**src/core/pwm_timer_consts.vh**
```
// Register map, field positions and reset values of the match-based PWM timer
`ifndef PWM_TIMER_CONSTS_VH
`define PWM_TIMER_CONSTS_VH

`define OFF_STATUS    8'h00
`define OFF_CTRL      8'h04
`define OFF_COUNT     8'h08
`define OFF_PRESCALE  8'h0C
`define OFF_PCOUNT    8'h10
`define OFF_ACTION    8'h14
`define OFF_MATCH0    8'h18
`define OFF_MATCH6    8'h30
`define OFF_OUTCFG    8'h34
`define OFF_RELEASE   8'h38
`define OFF_MASK      8'h3C

`define CTRL_RUN      0
`define CTRL_CLEAR    1
`define CTRL_PWM      3
`define CTRL_W        4
`define CTRL_RST      4'h0
`define CTRL_WMASK    4'hB

`define MIDX_HI       4
`define MIDX_LO       2

`define ACT_INT       0
`define ACT_RESET     1
`define ACT_STOP      2
`define ACT_W         3

`define OUTCFG_EN_LSB 9
`define OUTCFG_W      15
`define OUTCFG_RST    15'h0000

`define RESP_OKAY     2'b00
`define RESP_SLVERR   2'b10

`define ZERO32        32'h00000000
`define ONE32         32'h00000001

`endif

```
**src/core/match_unit.v**
```verilog
// One match channel: active compare value, loaded from its shadow, and the compare itself
`timescale 1ns/1ns
module match_unit #(
  parameter W = 32
) (
  input  wire         clk_i,
  input  wire         rst_i,
  input  wire         load_i,
  input  wire [W-1:0] shadow_i,
  input  wire [W-1:0] count_i,
  input  wire         tick_i,
  output wire         hit_o
);

  reg [W-1:0] active_q;

  // Compare only on a counter advance so each count position matches once
  assign hit_o = tick_i && (count_i == active_q);

  always @(posedge clk_i or posedge rst_i) begin
    if (rst_i) begin
      active_q <= {W{1'b0}};
    end else if (load_i) begin
      active_q <= shadow_i;
    end
  end

endmodule // match_unit

```
**src/core/pwm_timer.v**
```verilog
// Match-based PWM timer with prescaler, seven match channels and an AXI4-Lite register slave
// How it works
// RQ1: 32-bit counter advanced through programmable prescaler
// RQ2: seven matches drive six single or three double
// RQ3: cycle-period match resets the count
// RQ4: single-edge outputs rise at period match
// RQ5: own match sets single-edge falling position
// RQ6: two matches set rise and fall edges
// RQ7: double edges sit at any count
// RQ8: period and width any count, shared rate
// RQ9: per match: continue, stop, reset, optional interrupt
// RQ10: match values apply only after software release
// RQ11: without PWM mode behave as plain timer
// RQ12: released values load at next period match
// RQ13: count advances when prescaler hits limit, restarts
`timescale 1ns/1ns
`include "pwm_timer_consts.vh"
module pwm_timer #(
  parameter W      = 32,
  parameter NMATCH = 7,
  parameter NOUT   = 6
) (
  input  wire            clk_i,
  input  wire            rst_i,
  input  wire [7:0]      awaddr_i,
  input  wire            awvalid_i,
  output reg             awready_o,
  input  wire [31:0]     wdata_i,
  input  wire [3:0]      wstrb_i,
  input  wire            wvalid_i,
  output reg             wready_o,
  output reg  [1:0]      bresp_o,
  output reg             bvalid_o,
  input  wire            bready_i,
  input  wire [7:0]      araddr_i,
  input  wire            arvalid_i,
  output reg             arready_o,
  output reg  [31:0]     rdata_o,
  output reg  [1:0]      rresp_o,
  output reg             rvalid_o,
  input  wire            rready_i,
  output reg  [NOUT-1:0] pwm_o,
  output reg             irq_o
);

  localparam AW = NMATCH * `ACT_W;

  reg  [W-1:0]          count_q;
  reg  [W-1:0]          pcount_q;
  reg  [W-1:0]          prescale_q;
  reg  [`CTRL_W-1:0]    ctrl_q;
  reg  [AW-1:0]         action_q;
  reg  [`OUTCFG_W-1:0]  outcfg_q;
  reg  [NMATCH-1:0]     release_q;
  reg  [NMATCH-1:0]     status_q;
  reg  [NMATCH-1:0]     mask_q;
  reg  [NOUT:1]         level_q;
  reg  [W-1:0]          shadow_q [0:NMATCH-1];

  reg  [7:0]            awaddr_q;
  reg  [31:0]           wdata_q;
  reg  [3:0]            wstrb_q;

  wire                  run;
  wire                  pwm_en;
  wire                  tick;
  wire [NMATCH-1:0]     hit;
  wire [NMATCH-1:0]     load;
  wire                  period_ev;
  wire                  do_write;
  wire [31:0]           ctrl_m;
  wire [31:0]           action_m;
  wire [31:0]           outcfg_m;
  wire [NMATCH-1:0]     release_clr;

  reg  [NMATCH-1:0]     act_int;
  reg  [NMATCH-1:0]     act_reset;
  reg  [NMATCH-1:0]     act_stop;
  reg                   reset_hit;
  reg                   stop_hit;
  reg  [NMATCH-1:0]     status_d;
  reg  [NOUT:1]         level_d;
  reg  [NOUT-1:0]       pwm_d;
  reg  [31:0]           rd_val;
  reg                   rd_ok;
  reg                   wr_ok;
  reg  [NMATCH-1:0]     w1c;
  reg  [2:0]            mr_rd_idx;
  reg  [2:0]            mr_wr_idx;
  reg  [7:0]            rd_off;
  reg  [7:0]            wr_off;
  reg  [7:0]            mr_rd_off;
  reg  [7:0]            mr_wr_off;
  integer               i;
  integer               j;
  integer               k;
  genvar                g;

  function [31:0] merge;
    input [31:0] old_v;
    input [31:0] new_v;
    input [3:0]  strb;
    integer      b;
    begin
      merge = old_v;
      for (b = 0; b < 4; b = b + 1) begin
        if (strb[b]) begin
          merge[8*b +: 8] = new_v[8*b +: 8];
        end
      end
    end
  endfunction

  assign run       = ctrl_q[`CTRL_RUN] && !ctrl_q[`CTRL_CLEAR];
  assign pwm_en    = ctrl_q[`CTRL_PWM];
  assign tick      = run && (pcount_q == prescale_q); // RQ13
  assign period_ev = pwm_en && hit[0];
  assign do_write  = !awready_o && !wready_o && !bvalid_o;

  // Byte lanes merge at full word width, then narrow registers keep only their bits
  assign ctrl_m      = merge({{(32-`CTRL_W){1'b0}}, ctrl_q}, wdata_q, wstrb_q);
  assign action_m    = merge({{(32-AW){1'b0}}, action_q}, wdata_q, wstrb_q);
  assign outcfg_m    = merge({{(32-`OUTCFG_W){1'b0}}, outcfg_q}, wdata_q, wstrb_q);
  assign release_clr = period_ev ? load : {NMATCH{1'b0}};

  // Plain timer follows the written value at once; PWM mode waits for release and period
  generate
    for (g = 0; g < NMATCH; g = g + 1) begin : g_match
      assign load[g] = !pwm_en || (period_ev && release_q[g]); // RQ10 RQ11 RQ12
      match_unit #(
        .W (W)
      ) u_match (
        .clk_i    (clk_i),
        .rst_i    (rst_i),
        .load_i   (load[g]),
        .shadow_i (shadow_q[g]),
        .count_i  (count_q),
        .tick_i   (tick),
        .hit_o    (hit[g])
      );
    end
  endgenerate

  // Match actions and interrupt events
  always @* begin
    for (i = 0; i < NMATCH; i = i + 1) begin
      act_int[i]   = action_q[i*`ACT_W + `ACT_INT];
      act_reset[i] = action_q[i*`ACT_W + `ACT_RESET];
      act_stop[i]  = action_q[i*`ACT_W + `ACT_STOP];
    end
    reset_hit = |(hit & act_reset) || period_ev; // RQ3 RQ9
    stop_hit  = |(hit & act_stop); // RQ9
    w1c = {NMATCH{1'b0}};
    if (do_write && wr_off == `OFF_STATUS) begin
      w1c = wdata_q[NMATCH-1:0];
    end
    // A match in the clearing cycle stays pending
    status_d = (status_q & ~w1c) | (hit & act_int); // RQ9
  end

  // Output edges; a fall and a rise in one cycle leave the output low
  // Channel 1 has no lower partner match, so it is always single-edge
  always @* begin
    for (j = 1; j <= NOUT; j = j + 1) begin
      level_d[j] = level_q[j];
      if (j >= 2 && outcfg_q[j]) begin
        if (hit[j-1]) begin
          level_d[j] = 1'b1; // RQ6 RQ7
        end
      end else if (hit[0]) begin
        level_d[j] = 1'b1; // RQ4
      end
      if (hit[j]) begin
        level_d[j] = 1'b0; // RQ5 RQ6 RQ8
      end
      pwm_d[j-1] = pwm_en && outcfg_q[`OUTCFG_EN_LSB + j - 1] && level_d[j]; // RQ2 RQ11
    end
  end

  // Read decode
  always @* begin
    rd_off    = araddr_i;
    mr_rd_off = araddr_i - `OFF_MATCH0;
    mr_rd_idx = 3'h0;
    rd_val    = `ZERO32;
    rd_ok     = 1'b1;
    if (rd_off[1:0] != 2'h0) begin
      rd_ok = 1'b0;
    end else if (rd_off >= `OFF_MATCH0 && rd_off <= `OFF_MATCH6) begin
      mr_rd_idx = mr_rd_off[`MIDX_HI:`MIDX_LO];
      rd_val    = shadow_q[mr_rd_idx];
    end else begin
      case (rd_off)
        `OFF_STATUS:   rd_val[NMATCH-1:0]     = status_q;
        `OFF_CTRL:     rd_val[`CTRL_W-1:0]    = ctrl_q;
        `OFF_COUNT:    rd_val                 = count_q;
        `OFF_PRESCALE: rd_val                 = prescale_q;
        `OFF_PCOUNT:   rd_val                 = pcount_q;
        `OFF_ACTION:   rd_val[AW-1:0]         = action_q;
        `OFF_OUTCFG:   rd_val[`OUTCFG_W-1:0]  = outcfg_q;
        `OFF_RELEASE:  rd_val[NMATCH-1:0]     = release_q;
        `OFF_MASK:     rd_val[NMATCH-1:0]     = mask_q;
        default:       rd_ok                  = 1'b0;
      endcase
    end
  end

  // Write decode
  always @* begin
    wr_off    = awaddr_q;
    mr_wr_off = awaddr_q - `OFF_MATCH0;
    mr_wr_idx = 3'h0;
    wr_ok     = 1'b1;
    if (wr_off[1:0] != 2'h0) begin
      wr_ok = 1'b0;
    end else if (wr_off >= `OFF_MATCH0 && wr_off <= `OFF_MATCH6) begin
      mr_wr_idx = mr_wr_off[`MIDX_HI:`MIDX_LO];
    end else begin
      case (wr_off)
        `OFF_STATUS, `OFF_CTRL, `OFF_COUNT, `OFF_PRESCALE, `OFF_PCOUNT,
        `OFF_ACTION, `OFF_OUTCFG, `OFF_RELEASE, `OFF_MASK: wr_ok = 1'b1;
        default: wr_ok = 1'b0;
      endcase
    end
  end

  always @(posedge clk_i or posedge rst_i) begin
    if (rst_i) begin
      awready_o  <= 1'b1;
      wready_o   <= 1'b1;
      bvalid_o   <= 1'b0;
      bresp_o    <= `RESP_OKAY;
      arready_o  <= 1'b1;
      rvalid_o   <= 1'b0;
      rdata_o    <= `ZERO32;
      rresp_o    <= `RESP_OKAY;
      awaddr_q   <= 8'h00;
      wdata_q    <= `ZERO32;
      wstrb_q    <= 4'h0;
      count_q    <= `ZERO32;
      pcount_q   <= `ZERO32;
      prescale_q <= `ZERO32;
      ctrl_q     <= `CTRL_RST;
      action_q   <= {AW{1'b0}};
      outcfg_q   <= `OUTCFG_RST;
      release_q  <= {NMATCH{1'b0}};
      status_q   <= {NMATCH{1'b0}};
      mask_q     <= {NMATCH{1'b0}};
      level_q    <= {NOUT{1'b0}};
      pwm_o      <= {NOUT{1'b0}};
      irq_o      <= 1'b0;
      for (k = 0; k < NMATCH; k = k + 1) begin
        shadow_q[k] <= `ZERO32;
      end
    end else begin
      // Counter and prescaler
      // A limit written below the running prescaler count makes it wrap through the full range
      if (ctrl_q[`CTRL_CLEAR]) begin
        count_q  <= `ZERO32;
        pcount_q <= `ZERO32;
      end else if (tick) begin
        pcount_q <= `ZERO32; // RQ13
        count_q  <= reset_hit ? `ZERO32 : count_q + `ONE32; // RQ1 RQ3
      end else if (run) begin
        pcount_q <= pcount_q + `ONE32; // RQ1
      end
      if (stop_hit) begin
        ctrl_q[`CTRL_RUN] <= 1'b0; // RQ9
      end
      if (period_ev) begin
        release_q <= release_q & ~load; // RQ12
      end
      status_q <= status_d;
      level_q  <= level_d;
      pwm_o    <= pwm_d;
      irq_o    <= |(status_d & mask_q);

      // Write channels are taken in either order and joined here
      if (awvalid_i && awready_o) begin
        awaddr_q  <= awaddr_i;
        awready_o <= 1'b0;
      end
      if (wvalid_i && wready_o) begin
        wdata_q  <= wdata_i;
        wstrb_q  <= wstrb_i;
        wready_o <= 1'b0;
      end
      if (do_write) begin
        bvalid_o <= 1'b1;
        bresp_o  <= wr_ok ? `RESP_OKAY : `RESP_SLVERR;
        if (wr_ok && wr_off >= `OFF_MATCH0 && wr_off <= `OFF_MATCH6) begin
          shadow_q[mr_wr_idx] <= merge(shadow_q[mr_wr_idx], wdata_q, wstrb_q); // RQ10
        end else if (wr_ok) begin
          case (wr_off)
            `OFF_CTRL: begin
              ctrl_q <= ctrl_m[`CTRL_W-1:0] & `CTRL_WMASK;
            end
            `OFF_COUNT: begin
              count_q <= merge(count_q, wdata_q, wstrb_q);
            end
            `OFF_PRESCALE: begin
              prescale_q <= merge(prescale_q, wdata_q, wstrb_q); // RQ1
            end
            `OFF_PCOUNT: begin
              pcount_q <= merge(pcount_q, wdata_q, wstrb_q);
            end
            `OFF_ACTION: begin
              action_q <= action_m[AW-1:0]; // RQ9
            end
            `OFF_OUTCFG: begin
              outcfg_q <= outcfg_m[`OUTCFG_W-1:0];
            end
            `OFF_RELEASE: begin
              // A release written during a period load keeps its new bits and drops the loaded ones
              release_q <= (release_q & ~release_clr) | wdata_q[NMATCH-1:0]; // RQ10 RQ12
            end
            `OFF_MASK: begin
              mask_q <= wdata_q[NMATCH-1:0];
            end
            default: begin
              mask_q <= mask_q;
            end
          endcase
        end
      end
      if (bvalid_o && bready_i) begin
        bvalid_o  <= 1'b0;
        awready_o <= 1'b1;
        wready_o  <= 1'b1;
      end

      // Read answers in the cycle after the address is taken
      if (arvalid_i && arready_o) begin
        arready_o <= 1'b0;
        rvalid_o  <= 1'b1;
        rdata_o   <= rd_val;
        rresp_o   <= rd_ok ? `RESP_OKAY : `RESP_SLVERR;
      end
      if (rvalid_o && rready_i) begin
        rvalid_o  <= 1'b0;
        arready_o <= 1'b1;
      end
    end
  end

endmodule // pwm_timer

```
**config.mk**
```make
export PLATFORM = sky130hd
export DESIGN_NAME = pwm_timer
export DESIGN_NICKNAME = d
export VERILOG_FILES = /design/src/core/match_unit.v /design/src/core/pwm_timer.v
export VERILOG_INCLUDE_DIRS = /design/src /design/src/core
export SDC_FILE = /design/constraint.sdc
export NUM_CORES = 2
export LEC_CHECK = 0
export BUFFER_PORTS_ARGS = -buffer_cell sky130_fd_sc_hd__buf_2
export CORE_ASPECT_RATIO = 0.75
export CORE_UTILIZATION = 50
export CTS_BUF_LIST = sky130_fd_sc_hd__clkbuf_2
export CTS_CLUSTER_SIZE = 30
export DETAILED_ROUTE_END_ITERATION = 8
export GPL_ROUTABILITY_DRIVEN = 0
export GPL_TIMING_DRIVEN = 0
export PLACE_DENSITY_LB_ADDON = 0.1
export SLEW_MARGIN = 25
export SYNTH_ARGS = -nofsm -noshare
export SYNTH_HDL_FRONTEND = slang
export SYNTH_SLANG_ARGS = --single-unit
```
**constraint.sdc**
```tcl
create_clock -name clk_i -period 37.7 [get_ports clk_i]
set_clock_uncertainty 0.15 [all_clocks]
set_input_delay 5.655 -clock clk_i [delete_from_list [all_inputs] [get_ports clk_i]]
set_output_delay 5.655 -clock clk_i [all_outputs]
set_load 0.03 [all_outputs]
```
After elaboration in Yosys (flattened, before gate mapping). Cells that the tools add are included.

Input port bits: 59. Bits in writable memories: 0. Word-level logic and storage cells: 290. Output and inout bits: 48. Bits in registers: 702. Latch bits: 0. Memories: 0. ROM bits: 0.

Bitwise gates (word level): 15. Multipliers: 0. $add $sub $neg: 4. Order comparisons: 7. Div/mod/pow operators: 0. Multiplexer cells: 101. Equality and inequality tests: 33. Reduce and logical (&&, ||, !) cells: 80. Shift-type cells: 0.

Operator list (number): $mux W32 (21); $eq A32 B32 Y1 (8); $bwmux W224 (1); $bmux W32 S3 (2); $mux W8 (16); $demux W32 S3 (1); $add A32 B1 Y32 const B (2); $reduce_and A5 Y1 (10); $and A7 B7 Y7 (7); $mux W7 (7); $eq A8 B6 Y1 const B (6); $ne A5 B5 Y1 const B (9); $mux W1 (44); $logic_and A1 B1 Y1 (42); $pmux W8 S5 (1); $pmux W4 S9 (1); $pmux W11 S3 (1); $eq A8 B4 Y1 const B (4); $eq A8 B5 Y1 const B (4); $pmux W3 S8 (1); $pmux W6 S4 (1); $not A7 Y7 (3); $reduce_or A7 Y1 (3); $reduce_or A9 Y1 (2); 17 further kinds (43).

Longest topological paths before layout.
Depth in word-level cells: 15. Gate-level depth with buffers: 14. Depth with buffers taken out: 10.

By module. From an unflattened synthesis, not the netlist that was laid out.

Cell total of the unflattened synthesis: 3237. Area total of the unflattened synthesis: 35210.0 µm².

By module, submodules not included: pwm_timer (area each 24437.2 µm², sequential area each 11915.2 µm², times used 1, cells each 2446); match_unit (area each 1539.0 µm², sequential area each 800.8 µm², times used 7, cells each 113).

Worst setup path after synthesis. OpenSTA, ideal clock, no wires.

Path type: input-to-reg. Start point: input port araddr_i[3]. End point: register rdata_o[17]. Path slack: 29.471 ns. Path buffers: 5. Required time: 37.467 ns. Stages: 11. Arrival: 7.997 ns. Cell sequence: clkbuf_1 inv_1 clkbuf_1 clkbuf_1 ha_1 a31oi_1 nor4_1 clkbuf_1 clkbuf_1 a21oi_1 o21ai_0.

Word-level cells in the longest chain between the ends: 7. Elaborated cells between the ends (all ways): 15. Classes of those cells: add/sub: 1; order compare: 2; eq/ne: 4; mux: 6; bitwise: 1; reduce/logical: 1.

Ends and longest elaborated chain: start: declaration (line pwm_timer.v:35) `input wire [7:0] araddr_i,`; $sub A5 B5 Y5 (no source line); $not A3 Y4 (not written as such) (line pwm_timer.v:191) `rd_val = shadow_q[mr_rd_idx];`; $bmux W32 S3 (line pwm_timer.v:191); $mux W32 (not written as such) (2 in series) (line pwm_timer.v:191); $mux W32 * (line pwm_timer.v:189) `` end else if (rd_off >= `OFF_MATCH0 && rd_off <= `OFF_MATCH6) begin ``; $mux W32 * (line pwm_timer.v:187) `if (rd_off[1:0] != 2'h0) begin`; end signal: assignment (line pwm_timer.v:235) `` rdata_o <= `ZERO32; ``; end signal: assignment (line pwm_timer.v:336) `rdata_o <= rd_val;`; end: declaration (line pwm_timer.v:38) `output reg [31:0] rdata_o,`.

Mark *: on every way between the ends. The rest lies on a longest branch, timed or not. The select of a mux whose other input is x is not followed. A chain may end at the register's enable or synchronous reset.

Final worst setup path.
Start point: input port araddr_i[3]. End point: register rdata_o[18].

The elaborated chain is that of the path after synthesis.

==> results by group <==
Route
  – Detail Route Antenna Nets: 0
  – Final wirelength: 151000 µm
  – WL per Instance: approximately 32 µm
  – Vias per Instance: between 6 and 7
  – DRT Pass-1 Iters: 9
  – Iter 0 DRT Violations: 5628
  – Via Count: about 32000
  – DRC Markers: 2

Cells and area
  – Layout area overhead: 9.74%
  – FILL cells: 6441
  – Final net count: 3754
  – Ratio of cells with drive above 1 in the final layout: 24.5%
  – Fin util: 55.9%

GRT
  – GR Util All Layers: 41.0%
  – GR Overflow Total: 0
  – Antenna violations before repair: 4
  – First-pass GRT wire length: 212000 µm
  – Vias in the first global route: 29900
  – Largest net degree at the start of global routing: 103

Clock network
  – Sink Count: 700
  – Clock Path Buffers: 3
  – Post-CTS Hold Buffers: 0
  – CTS tree: built
  – Root Buffer: clkbuf_2
  – Clock Latency Late Sink: 1.49 ns
  – Total setup buffers inserted after CTS: 0
  – CTS buffer count: 172
  – Max H-tree Level: 4
  – Post-cts sizing count: 0
  – Clock transition at the registers of the reported paths: 0.09 ns

STA
  – Fin Setup TNS: 0 ns
  – Setup WS post-layout: 28.33 ns
  – Worst slew pin tran: 1.25 ns
  – Hold Violations, Final: 0
  – Achievable Freq: 107 MHz
  – Setup Viol. Count Final: 0
  – Slew Viols, Final: 0
  – Unrepaired setup endpoints after global routing: no
  – Ratio of final minimum period to clock period: 24.9%
  – Post-layout min period: 9.37 ns
  – Relative max-transition margin: 17.0%

Power and ir drop
  – Switching Fraction: between 40 and 50%
  – Peak VDD IR: ~0.047 mV
  – Comb power frac: 32.7%
  – Power share of the clock group: 23.1%
  – Power Density: 56.6 nW/µm²
  – Pleak: between 15 and 20 nW
  – Part of the power in registers: approximately 44%
  – Tot Pwr: about 2.2 mW
  – P_int: 1.26 mW
  – Sw Pwr: 0.974 mW

Worst setup path
  – Reg2Reg Depth: 14
  – Worst Setup EP: rdata_o[18]
  – R2r startpoint: awaddr_q[3]
  – Crit-path max FO: 10
  – CP startpoint kind: input pin
  – CP Capture Type: flip-flop
  – Critical Path RT: 38.91 ns
  – Worst r2r dst: shadow_q[168]
  – CP arrival: approximately 11 ns
  – Worst R2R Setup Slack: ~33 ns
  – Worst setup path startpoint: araddr_i[3]
  – CP Class: in2reg

Floorplan
  – Core ar.: 70600 µm²
  – Full die area: 73000 µm²
  – Die Ht: 234 µm
  – Initial Util: 50.9%
  – IO Pins: 107
  – Die W: just over 300 µm
  – Site row count: 84

Hold path
  – Hold WC Path Type: reg2reg

Synthesis
  – Yosys reg bits: 700
  – Largest area contributor in the netlist: dfrtp_1
  – Count leader, synth: dfrtp_1
  – Cell variety after synth: 88
  – Ranking of synthesized cells by area: dfrtp_1 (48%), mux2_2 (11%), xnor2_1 (4.1%), nand2_1 (3.6%), a21oi_1 (3.2%)
  – Ys async rst share: 100%
  – Yosys synthesis warning count: 0
  – Commonest register cell after synthesis: dfrtp_1
  – Cell Area, Synth: 36000 µm²
  – Yosys top cell area share: slightly below 50%
  – Number of synthesized flops with an enable pin: 0
  – Most frequent cells after synthesis: dfrtp_1 (697), mux2_2 (359), nand2_1 (341), a21oi_1 (227), o21ai_0 (175)
  – Sequential share of the synthesized area: 48.7%
  – Syn Inst Count: around 3400
  – Mean post-synth cell area: 10.6 µm²

Run
  – MaxCap Viol Count: 0

Placement
  – I/O Buffers: 103
  – Pre-CTS WS: 27.33 ns
  – Detail Placement HPWL: 118000 µm

Outcome
  – Outcome: finished with violations
  – Failing checks: design-rule violations
kinds of logic after synthesis:
kind of cell	count (synthesis)	share of synthesized area, %
AO/OA/AOI/OAI	832	14.4
AND/OR/NAND/NOR	820	10.8
flip-flops	700	48.7
multiplexers	483	15.9
buffers and inverters	296	3.54
XOR/XNOR	268	6.53
adder cells (fa/ha/maj)	4	0.139
other	1	0.0104
power by group through the flow:
stage / logic (mW) / clock network (mW) / registers (mW)
4_1_cts: 0.691 / 0.518 / 0.978
3_3_place_gp: 0.671 / 0 / 0.990
5_1_grt: 0.749 / 0.557 / 0.992
6_report: 0.731 / 0.517 / 0.987
2_1_floorplan: 0.424 / 0 / 0.940
3_5_place_dp: 0.688 / 0 / 0.993
metal layers:
layer  vias up  global-route usage (%)  part of all wire [%]  wire, µm
met5         -                    2.66                  0.18       275
met2      2596                    52.9                    38     57500
met1     15900                    57.0                    41     61600
li1      12900                       -                     -         -
met4         4                    15.3                   3.7      5530
met3       411                    21.6                    17     25700
placed cells by master, fill, tap and decap left out, drive strengths merged, types with 6 or more instances in the layout:
cell	netlist	routed
clkbuf	144	386
a221oi	28	28
and2	11	11
inv	41	48
a32oi	6	6
a21o	6	6
xor2	100	100
o21ai	330	330
nand3	50	50
xnor2	168	168
clkinv	0	49
a221o	43	43
nand2b	10	10
mux2	359	359
nand4	61	61
mux4	35	35
dfrtp	697	697
nand2	342	342
a222oi	15	15
or3	19	19
and3	17	17
buf	111	223
nor2	172	172
a22o	19	19
a31oi	10	10
a21boi	8	8
nor4	43	43
nor2b	9	9
o22ai	20	20
or2	6	6
a21oi	255	255
o21a	9	9
a22oi	34	34
nor3	59	59
mux2i	89	89
o211ai	11	11
critical path: stages:
cell      delay [ns]
buf_2           0.13
clkbuf_1        0.46
inv_1           0.22
clkbuf_1        0.64
clkbuf_1        0.76
ha_1            0.32
a31oi_1         0.10
nor4_1          0.57
clkbuf_1        0.60
clkbuf_1        0.66
a21oi_1         0.24
o21ai_0         0.20
flip-flops by register name (all words and copies together), names as in the netlist, 3 cells and up:
name,count
release_q,7
status_q,7
rdata_o,32
awaddr_q,8
action_q,21
pwm_o,6
count_q,32
wstrb_q,4
outcfg_q,15
mask_q,7
prescale_q,32
pcount_q,32
shadow_q,224
wdata_q,32
level_q,6
ctrl_q,3
g_match.u_match.active_q,224
cell type report:
type / count / area, µm² / area share, %
Clock inverter: 58 / 275 / 0.697
Inverter: 41 / 161 / 0.409
Timing Repair Buffer: 112 / 743 / 1.88
Buffer: 255 / 1120 / 2.84
Tap cell: 946 / 1180 / 3.00
Antenna cell: 4 / 10.0 / 0.0254
Multi-Input combinational cell: 2409 / 17200 / 43.7
Sequential cell: 700 / 17500 / 44.4
Clock buffer: 242 / 1210 / 3.07
worst min path at each step:
stage / from / endpoint / slack, ns / cells after the start
after floorplan: level_q[2] / level_q[2] / 0.31 / 1
after global placement: rdata_o[22] / rdata_o[22] / 0.31 / 2
after detailed placement: rdata_o[8] / rdata_o[8] / 0.32 / 2
after CTS: rdata_o[8] / rdata_o[8] / 0.34 / 2
after global routing: rdata_o[20] / rdata_o[20] / 0.37 / 2
final: rdata_o[21] / rdata_o[21] / 0.34 / 2
metrics by stage:
step                      std cells  hold slack, ns  cell area [µm²]
after floorplan                3405           0.306            36000
after global placement         4454           0.315            37700
after detailed placement       4463           0.315            37900
after CTS                      4763           0.342            39400
after global routing           4766           0.365            39500
final                          4767           0.339            39500
Note: power is estimated with default switching activity, not from simulation.
